$ cat src/hw/gpib_listener_map.svh
// Constants for the listen-only bus interface: command codes and address fields.
`ifndef GPIB_LISTENER_MAP_SVH
`define GPIB_LISTENER_MAP_SVH
`define GL_CMD_MASK    8'h7F
`define GL_GRP_MASK    8'h60
`define GL_ADDR_MASK   8'h1F
`define GL_LISTEN_GRP  8'h20
`define GL_UNLISTEN    8'h3F
`define GL_GO_LOCAL    8'h01
`define GL_SEL_CLEAR   8'h04
`define GL_TRIGGER     8'h08
`define GL_ALL_CLEAR   8'h14
`define GL_ADDR_W      5
`define GL_ADDR_RST    5'h03
`endif

$ cat src/hw/gpib_listener_pkg.sv
// Types shared by the listen-only bus interface modules.
package gpib_listener_pkg;
	typedef enum logic [1:0] {
		acc_off  = 2'b00,
		acc_nrdy = 2'b01,
		acc_rdy  = 2'b10,
		acc_hold = 2'b11
	} acc_state_t;
endpackage : gpib_listener_pkg

$ cat src/hw/acceptor_if.sv
// Link between the listener control logic and the acceptor handshake engine.
interface acceptor_if;
	logic       active;
	logic       ready;
	logic       clear;
	logic       byte_stb;
	logic [7:0] byte_data;
	logic       byte_eoi;
	logic       byte_atn;
	modport ctl (output active, ready, clear, input byte_stb, byte_data, byte_eoi, byte_atn);
	modport acc (input active, ready, clear, output byte_stb, byte_data, byte_eoi, byte_atn);
endinterface : acceptor_if

$ cat src/hw/acceptor_handshake.sv
// Three-wire acceptor handshake engine with byte capture.
module acceptor_handshake (
	input  wire logic  ref_clk_i,    // System clock.
	input  wire logic  nrst_i,       // Asynchronous reset, active low.
	input  wire logic  ce_i,         // Clock enable.
	input  wire logic  dav_i,        // Data valid, high is true.
	input  wire logic  eoi_i,        // End of message mark.
	input  wire logic  atn_i,        // Attention.
	input  wire logic [7:0] dio_i,   // Data lines.
	output logic       nrfd_oe_n_o,  // Low while pulling not-ready-for-data low.
	output logic       ndac_oe_n_o,  // Low while pulling not-data-accepted low.
	acceptor_if.acc    bus           // Control side.
);
	gpib_listener_pkg::acc_state_t st_r;
	gpib_listener_pkg::acc_state_t st_nxt;

	always_comb begin
		st_nxt = st_r;
		case (st_r)
			gpib_listener_pkg::acc_off: begin
				if (bus.active) st_nxt = gpib_listener_pkg::acc_nrdy;
			end
			gpib_listener_pkg::acc_nrdy: begin
				if (!bus.active) st_nxt = gpib_listener_pkg::acc_off;
				else if (bus.ready && !dav_i) st_nxt = gpib_listener_pkg::acc_rdy;
			end
			gpib_listener_pkg::acc_rdy: begin
				if (!bus.active) st_nxt = gpib_listener_pkg::acc_off;
				else if (dav_i) st_nxt = gpib_listener_pkg::acc_hold;
			end
			gpib_listener_pkg::acc_hold: begin
				if (!dav_i) st_nxt = bus.active ? gpib_listener_pkg::acc_nrdy
				                                : gpib_listener_pkg::acc_off;
			end
			default: st_nxt = gpib_listener_pkg::acc_off;
		endcase
		if (bus.clear) st_nxt = gpib_listener_pkg::acc_off;
	end

	always_ff @(posedge ref_clk_i or negedge nrst_i) begin
		if (!nrst_i) st_r <= gpib_listener_pkg::acc_off;
		else if (ce_i) st_r <= st_nxt;
	end

	// The byte is caught on the same edge that releases not-data-accepted, so the sender
	// can never see acceptance before the register holds the byte.
	always_ff @(posedge ref_clk_i or negedge nrst_i) begin
		if (!nrst_i) begin
			bus.byte_stb  <= 1'b0;
			bus.byte_data <= 8'h00;
			bus.byte_eoi  <= 1'b0;
			bus.byte_atn  <= 1'b0;
		end else if (ce_i) begin
			bus.byte_stb <= 1'b0;
			if (st_r == gpib_listener_pkg::acc_rdy && st_nxt == gpib_listener_pkg::acc_hold) begin
				bus.byte_stb  <= 1'b1;
				bus.byte_data <= dio_i;
				bus.byte_eoi  <= eoi_i;
				bus.byte_atn  <= atn_i;
			end
		end
	end

	assign nrfd_oe_n_o = (st_r == gpib_listener_pkg::acc_off) || (st_r == gpib_listener_pkg::acc_rdy);
	assign ndac_oe_n_o = (st_r == gpib_listener_pkg::acc_off) || (st_r == gpib_listener_pkg::acc_hold);

	property p_nrfd_stays;
		@(posedge ref_clk_i) disable iff (!nrst_i)
		(ce_i && st_r == gpib_listener_pkg::acc_rdy && !dav_i && bus.active && !bus.clear)
			|=> nrfd_oe_n_o;
	endproperty
	a_nrfd_stays: assert property (p_nrfd_stays) else $error("ready released before data valid");

	property p_accept;
		@(posedge ref_clk_i) disable iff (!nrst_i)
		(ce_i && st_r == gpib_listener_pkg::acc_rdy && dav_i && bus.active && !bus.clear)
			|=> (ndac_oe_n_o && !nrfd_oe_n_o);
	endproperty
	a_accept: assert property (p_accept) else $error("byte not accepted after data valid");

	property p_ndac_again;
		@(posedge ref_clk_i) disable iff (!nrst_i)
		(ce_i && st_r == gpib_listener_pkg::acc_hold && !dav_i && bus.active && !bus.clear)
			|=> !ndac_oe_n_o;
	endproperty
	a_ndac_again: assert property (p_ndac_again) else $error("accepted line not pulled low");

	property p_latch;
		@(posedge ref_clk_i) disable iff (!nrst_i)
		(ce_i && st_r == gpib_listener_pkg::acc_rdy && dav_i && bus.active && !bus.clear)
			|=> (bus.byte_stb && bus.byte_data == $past(dio_i) && ndac_oe_n_o);
	endproperty
	a_latch: assert property (p_latch) else $error("byte not latched with acceptance");

	property p_wait_ready;
		@(posedge ref_clk_i) disable iff (!nrst_i)
		(ce_i && st_r == gpib_listener_pkg::acc_nrdy && !bus.ready && bus.active && !bus.clear)
			|=> !nrfd_oe_n_o;
	endproperty
	a_wait_ready: assert property (p_wait_ready) else $error("ready shown while not ready");
endmodule : acceptor_handshake

$ cat src/hw/gpib_listener.sv
// Listen-only parallel instrument bus port: addressing, command decode and byte delivery.
`include "gpib_listener_map.svh"
module gpib_listener #(
	parameter logic [`GL_ADDR_W-1:0] ADDR_DEFAULT = `GL_ADDR_RST  // Address before strap is read.
) (
	input  wire logic        ref_clk_i,     // System clock, 100 MHz.
	input  wire logic        nrst_i,        // Asynchronous reset, active low.
	input  wire logic        ce_i,          // Clock enable, freezes all state when low.
	input  wire logic [`GL_ADDR_W-1:0] addr_strap_i, // Own listen address, 0 to 30.
	input  wire logic [7:0]  dio_i,         // Data lines, high is true.
	input  wire logic        dav_i,         // Data valid.
	input  wire logic        eoi_i,         // End or identify.
	input  wire logic        atn_i,         // Attention.
	input  wire logic        ifc_i,         // Interface clear.
	input  wire logic        ren_i,         // Remote enable.
	input  wire logic        user_ready_i,  // Consumer can take a device byte.
	output logic             nrfd_o,        // Not-ready-for-data drive level, always low.
	output logic             nrfd_oe_n_o,   // Low while pulling not-ready-for-data.
	output logic             ndac_o,        // Not-data-accepted drive level, always low.
	output logic             ndac_oe_n_o,   // Low while pulling not-data-accepted.
	output logic [7:0]       data_o,        // Last device byte.
	output logic             data_valid_o,  // One-cycle pulse with a device byte.
	output logic             data_end_o,    // Byte carried the end mark.
	output logic             listening_o,   // Addressed to listen.
	output logic             remote_o,      // Remote operation.
	output logic             dev_clear_o,   // One-cycle device clear pulse.
	output logic             trigger_o      // One-cycle trigger pulse.
);
	acceptor_if acc_if ();

	logic [`GL_ADDR_W-1:0] addr_r;
	logic                  addr_taken_r;
	logic                  listening_r;
	logic                  remote_r;
	logic [7:0]            cmd;

	function automatic logic cmd_is(input logic [7:0] b, input logic [7:0] code);
		cmd_is = ((b & `GL_CMD_MASK) == code);
	endfunction : cmd_is

	assign cmd = acc_if.byte_data & `GL_CMD_MASK;

	// Under attention the port takes part regardless of addressing; device data waits
	// for the consumer, commands never do.
	assign acc_if.active = atn_i || listening_r;
	assign acc_if.ready  = atn_i || user_ready_i;
	assign acc_if.clear  = ifc_i;

	acceptor_handshake u_acceptor (
		.ref_clk_i   (ref_clk_i),
		.nrst_i      (nrst_i),
		.ce_i        (ce_i),
		.dav_i       (dav_i),
		.eoi_i       (eoi_i),
		.atn_i       (atn_i),
		.dio_i       (dio_i),
		.nrfd_oe_n_o (nrfd_oe_n_o),
		.ndac_oe_n_o (ndac_oe_n_o),
		.bus         (acc_if.acc)
	);

	assign nrfd_o = 1'b0;
	assign ndac_o = 1'b0;

	// The strap is read on the first enabled edge after reset rather than under reset.
	always_ff @(posedge ref_clk_i or negedge nrst_i) begin
		if (!nrst_i) begin
			addr_r       <= ADDR_DEFAULT;
			addr_taken_r <= 1'b0;
		end else if (ce_i && !addr_taken_r) begin
			addr_r       <= addr_strap_i;
			addr_taken_r <= 1'b1;
		end
	end

	always_ff @(posedge ref_clk_i or negedge nrst_i) begin
		if (!nrst_i) listening_r <= 1'b0;
		else if (ce_i) begin
			if (ifc_i) listening_r <= 1'b0;
			else if (acc_if.byte_stb && acc_if.byte_atn) begin
				if (cmd_is(acc_if.byte_data, `GL_UNLISTEN)) listening_r <= 1'b0;
				else if (cmd == (`GL_LISTEN_GRP | {3'b000, addr_r})) listening_r <= 1'b1;
			end
		end
	end

	always_ff @(posedge ref_clk_i or negedge nrst_i) begin
		if (!nrst_i) remote_r <= 1'b0;
		else if (ce_i) begin
			if (!ren_i) remote_r <= 1'b0;
			else if (acc_if.byte_stb && acc_if.byte_atn) begin
				if (cmd == (`GL_LISTEN_GRP | {3'b000, addr_r})) remote_r <= 1'b1;
				else if (listening_r && cmd_is(acc_if.byte_data, `GL_GO_LOCAL)) remote_r <= 1'b0;
			end
		end
	end

	always_ff @(posedge ref_clk_i or negedge nrst_i) begin
		if (!nrst_i) begin
			dev_clear_o <= 1'b0;
			trigger_o   <= 1'b0;
		end else if (ce_i) begin
			dev_clear_o <= acc_if.byte_stb && acc_if.byte_atn && !ifc_i
			               && (cmd_is(acc_if.byte_data, `GL_ALL_CLEAR)
			               || (listening_r && cmd_is(acc_if.byte_data, `GL_SEL_CLEAR)));
			trigger_o   <= acc_if.byte_stb && acc_if.byte_atn && !ifc_i && listening_r
			               && cmd_is(acc_if.byte_data, `GL_TRIGGER);
		end
	end

	// A byte with attention false is device data; its end mark closes the message.
	always_ff @(posedge ref_clk_i or negedge nrst_i) begin
		if (!nrst_i) begin
			data_o       <= 8'h00;
			data_valid_o <= 1'b0;
			data_end_o   <= 1'b0;
		end else if (ce_i) begin
			data_valid_o <= 1'b0;
			if (acc_if.byte_stb && !acc_if.byte_atn && listening_r && !ifc_i) begin
				data_o       <= acc_if.byte_data;
				data_valid_o <= 1'b1;
				data_end_o   <= acc_if.byte_eoi;
			end
		end
	end

	assign listening_o = listening_r;
	assign remote_o    = remote_r;

	property p_ignore;
		@(posedge ref_clk_i) disable iff (!nrst_i)
		(ce_i && acc_if.byte_stb && (acc_if.byte_atn || !listening_r)) |=> !data_valid_o;
	endproperty
	a_ignore: assert property (p_ignore) else $error("data passed while not addressed");

	property p_deliver;
		@(posedge ref_clk_i) disable iff (!nrst_i)
		(ce_i && acc_if.byte_stb && !acc_if.byte_atn && listening_r && !ifc_i)
			|=> (data_valid_o && data_o == $past(acc_if.byte_data));
	endproperty
	a_deliver: assert property (p_deliver) else $error("addressed byte not delivered");

	property p_end_mark;
		@(posedge ref_clk_i) disable iff (!nrst_i)
		(ce_i && acc_if.byte_stb && !acc_if.byte_atn && listening_r && !ifc_i)
			|=> (data_end_o == $past(acc_if.byte_eoi));
	endproperty
	a_end_mark: assert property (p_end_mark) else $error("end mark not reported");

	property p_atn_engage;
		@(posedge ref_clk_i) disable iff (!nrst_i)
		(ce_i && atn_i && !ifc_i && nrfd_oe_n_o && ndac_oe_n_o && !dav_i) |=> !ndac_oe_n_o;
	endproperty
	a_atn_engage: assert property (p_atn_engage) else $error("attention byte not handshaken");

	property p_go_local;
		@(posedge ref_clk_i) disable iff (!nrst_i)
		(ce_i && remote_r && !ren_i) |=> !remote_o ##1 (!remote_o || ren_i || !ce_i);
	endproperty
	a_go_local: assert property (p_go_local) else $error("remote kept without enable");

	property p_clear;
		@(posedge ref_clk_i) disable iff (!nrst_i)
		(ce_i && ifc_i) |=> (!listening_o && nrfd_oe_n_o && ndac_oe_n_o);
	endproperty
	a_clear: assert property (p_clear) else $error("interface clear not obeyed");

	property p_listen_set;
		@(posedge ref_clk_i) disable iff (!nrst_i)
		(ce_i && acc_if.byte_stb && acc_if.byte_atn && !ifc_i
			&& cmd == (`GL_LISTEN_GRP | {3'b000, addr_r})) |=> listening_o;
	endproperty
	a_listen_set: assert property (p_listen_set) else $error("listen address ignored");

	property p_unlisten;
		@(posedge ref_clk_i) disable iff (!nrst_i)
		(ce_i && acc_if.byte_stb && acc_if.byte_atn && cmd == `GL_UNLISTEN) |=> !listening_o;
	endproperty
	a_unlisten: assert property (p_unlisten) else $error("unlisten ignored");

	property p_remote_enter;
		@(posedge ref_clk_i) disable iff (!nrst_i)
		(ce_i && ren_i && acc_if.byte_stb && acc_if.byte_atn
			&& cmd == (`GL_LISTEN_GRP | {3'b000, addr_r})) |=> remote_o;
	endproperty
	a_remote_enter: assert property (p_remote_enter) else $error("remote not entered");

	property p_remote_needs_enable;
		@(posedge ref_clk_i) disable iff (!nrst_i)
		(ce_i && !ren_i) |=> !remote_o;
	endproperty
	a_remote_needs_enable: assert property (p_remote_needs_enable) else $error("remote without enable");

	// An unaddressed port outside attention must keep both handshake lines released.
	property p_idle_off;
		@(posedge ref_clk_i) disable iff (!nrst_i)
		(ce_i && !atn_i && !listening_r && nrfd_oe_n_o && ndac_oe_n_o) |=> (nrfd_oe_n_o && ndac_oe_n_o);
	endproperty
	a_idle_off: assert property (p_idle_off) else $error("idle port joined handshake");

	property p_clear_quiet;
		@(posedge ref_clk_i) disable iff (!nrst_i)
		(ce_i && ifc_i) |=> (!dev_clear_o && !trigger_o && !data_valid_o);
	endproperty
	a_clear_quiet: assert property (p_clear_quiet) else $error("pulse during interface clear");

	property p_data_stands;
		@(posedge ref_clk_i) disable iff (!nrst_i)
		!(acc_if.byte_stb && !acc_if.byte_atn && listening_r && !ifc_i)
			|=> ($stable(data_o) && $stable(data_end_o));
	endproperty
	a_data_stands: assert property (p_data_stands) else $error("data changed without byte");
endmodule : gpib_listener

$ cat config.mk
export PLATFORM = sky130hd
export DESIGN_NAME = gpib_listener
export DESIGN_NICKNAME = d
export VERILOG_FILES = /design/src/hw/gpib_listener_pkg.sv /design/src/hw/acceptor_if.sv /design/src/hw/acceptor_handshake.sv /design/src/hw/gpib_listener.sv
export VERILOG_INCLUDE_DIRS = /design/src /design/src/hw
export SDC_FILE = /design/constraint.sdc
export NUM_CORES = 1
export LEC_CHECK = 0
export ABC_CLOCK_PERIOD_IN_PS = 5200
export BUFFER_PORTS_ARGS = -buffer_cell sky130_fd_sc_hd__buf_2
export CORE_MARGIN = 2
export CORE_UTILIZATION = 45
export DETAILED_ROUTE_END_ITERATION = 8
export PLACE_DENSITY = 0.69
export SLEW_MARGIN = 25
export SYNTH_ARGS = -nofsm -noshare
export SYNTH_HDL_FRONTEND = slang
export SYNTH_HIERARCHICAL = 1
export SYNTH_SLANG_ARGS = --single-unit
export TNS_END_PERCENT = 50
$ cat constraint.sdc
create_clock -name ref_clk_i -period 5.2 [get_ports ref_clk_i]
set_input_delay 1.04 -clock ref_clk_i [delete_from_list [all_inputs] [get_ports ref_clk_i]]
set_output_delay 1.04 -clock ref_clk_i [all_outputs]
set_load 0.1 [all_outputs]
==> flow_summary.toml <==
[logic_synthesis]
synth_edf_count = 0
syn_area_um2 = 1630
async_reset_ff_share_pct = 100
yosysSeqAreaShare_pct = 50.8
yosys-top-cells-area = "dfrtp_1 (48%), mux2_4 (8.3%), mux2_1 (6.2%)"
yosys.area.top_type = "dfrtp_1"
avgSynthCellArea_um2 = 12.6
yosysUniqueCellTypes = 43
synth_top_area_share_pct = 47.6
synthCells = 129
yosys_warnings = 6
synth-main-ff-cell = "dfrtp_1"
synth-seq-cells = 33

[clock_tree]
cts.sinks = 33
hold_buffers = 0
cts_made_buffers = 5
cts_max_path_buffers = 2
post_cts_buffers = 0
htree_levels = 2
clockRootBuffer = "clkbuf_4"
cts_tree = "yes"
clk_pin_slew_ns = 0.11
cts_resized = 0
clkLatencyLatePin_ns = 0.35

[cells_and_area]
antenna-diode-count = 0
multi_input_comb_area_um2 = 744
drive_gt1_share_pct = 44.2
design_area_um2 = 1910
final_common_cell = "buf_2"
fillCellCount = 310
syn_to_final_growth_pct = 17.2
most-common-layout-cells = "buf_2 (37), dfrtp_1 (31), mux2_1 (9), mux2_4 (9), inv_1 (7)"
final_core_util_pct = 55.9
nNetsFinal = 197
ff_latch_area_um2 = 828

[route]
vias = 1117
ant_nets = 0
drt-total-wl_um = 3080
drt_iter0_drc = 51
drc = 0
vias_per_cell = 5.12
drtPass1Iterations = 4
wl_per_cell_um = 14.1

[power_and_ir_drop]
finalPower_uw = 629
p_per_area_nw_per_um2 = 330
power.leakage_nw = 0.979
irDropWorstVdd_uv = 207

[global_routing]
globalRouteOverflowTotal = 0
grt_usage_pct = 16.5
grt_max_degree = 34
antenna_found_initial = 0
grt_pass1_vias = 1122
grt_first_pass_wirelength_um = 5170

[floorplan]
fp.dieW_um = 64.2
die_h_um = 64.2
start_util_pct = 47.7
core-area_um2 = 3420
ios = 40
core.rowCount = 21
die_area_um2 = 4120

[place]
placed_cell_area_um2 = 1850
io_buffers = 37
place_hpwl_um = 2290
gp_congestion = 0.765

[timing]
slew_headroom_pct = 52.7
fin_crit_ns = 2.83
setup_viol = 0
finClkSkew_ns = 0.0182
fin_crit_sh_pct = 54.4
hold_viol_final = 0
tightest_slew_ns = 0.709
fin_tns_setup_ns = 0
rsz0062_at_grt = "false"
slew_viol_final = 0
fmax_mhz = 353

[worst_hold_path]
hp-class = "flop to flop"

[setup_path]
worst_ep_arrival_time_ns = 1.79
r2r_setup_slack_ns = 2.89
crit_path_end_kind = "primary output"
critPathKind = "flop to primary output"
required_ns = 4.16
crit_path_max_fanout = 6
startpoint_type = "flop"

[status]
status = "finished clean"

[run]
cap_violations = 0
[path summary, 6_finish.rpt]
check / from / to / cells past startpoint
max in group asynchronous: nrst_i / addr_r[4]$_DFFE_PN0P_ / 1
hold reg to reg: data_valid_o$_DFFE_PN0P_ / data_valid_o$_DFFE_PN0P_ / 1
hold / removal: data_valid_o$_DFFE_PN0P_ / data_valid_o$_DFFE_PN0P_ / 1
setup / recovery: u_acceptor/st_r[0]$_DFFE_PN0P_ / nrfd_oe_n_o / 4
setup reg to reg: listening_o$_DFFE_PN0P_ / u_acceptor/bus.byte_atn$_DFFE_PN0P_ / 5
min in group asynchronous: nrst_i / u_acceptor/bus.byte_data[0]$_DFFE_PN0P_ / 1
[critical path, cell delays in order (launching register included)]
cell and delay (ns):
dfrtp_1 0.46, inv_1 0.11, ha_1 0.26, or2_2 0.32, buf_2 0.30
[synth_stat cells, types with 2 or more instances]
cell type and count:
o21ai_0 3, inv_1 7, or2_2 4, dfrtp_1 31
nor4_1 2, nand2_1 4, ha_1 4, nor2_2 3
xor2_1 5, nor3_1 4, mux2_2 6, nor2_1 2
mux2_4 9, mux2_1 9, buf_4 3, dfstp_2 2
a21oi_1 5
[report_power, final]
part	switching [mW]	total (mW)	internal [mW]
clock network	0.0966	0.149	0.0522
registers	0.0376	0.322	0.285
logic	0.0935	0.158	0.0645
[sequential cells by signal (all words and copies together) (netlist names)]
register and cells:
data_o 8, u_acceptor/bus.byte_data 8, addr_r 5, u_acceptor/st_r 2, addr_taken_r 1, data_end_o 1
data_valid_o 1, dev_clear_o 1, listening_o 1, remote_o 1, trigger_o 1, u_acceptor/bus.byte_atn 1
u_acceptor/bus.byte_eoi 1, u_acceptor/bus.byte_stb 1
[cell families after synthesis]
logic type                 synth area share (%)
DFF                                        50.8
and+or+nand+nor                            12.1
muxes                                      18.7
AOI/OAI and AO/OA                          8.76
buffers and inverters                      3.69
xor gates and xnor gates                   2.69
adders and majority gates                  3.07
other                                     0.230
[layer usage]
metal  wire length [µm]  vias to the layer above  global-route usage [%]
li1                   -                      546                       -
met2               1340                       44                    25.4
met1               1480                      521                    21.6
met5                  0                        -                       0
met4                 47                        0                    5.85
met3                220                        6                    5.63
[cell type report]
cell class                      count  share of cell area [%]
Tap cell                           46                    3.01
Inverter                            7                    1.38
Timing Repair Buffer               38                    10.1
Clock inverter                      3                    1.18
Multi-Input combinational cell     86                    39.0
Clock buffer                        5                    1.97
Sequential cell                    33                    43.4
[stage by stage]
stage                     setup WS (ns)  instances  hold slack (ns)
after floorplan                    2.72        130            0.460
after global placement             2.25        210            0.461
after detailed placement           2.18        210            0.471
after CTS                          2.37        218            0.501
after global routing               2.29        218            0.519
final                              2.37        218            0.497
Power figures use the tool's default switching activity.
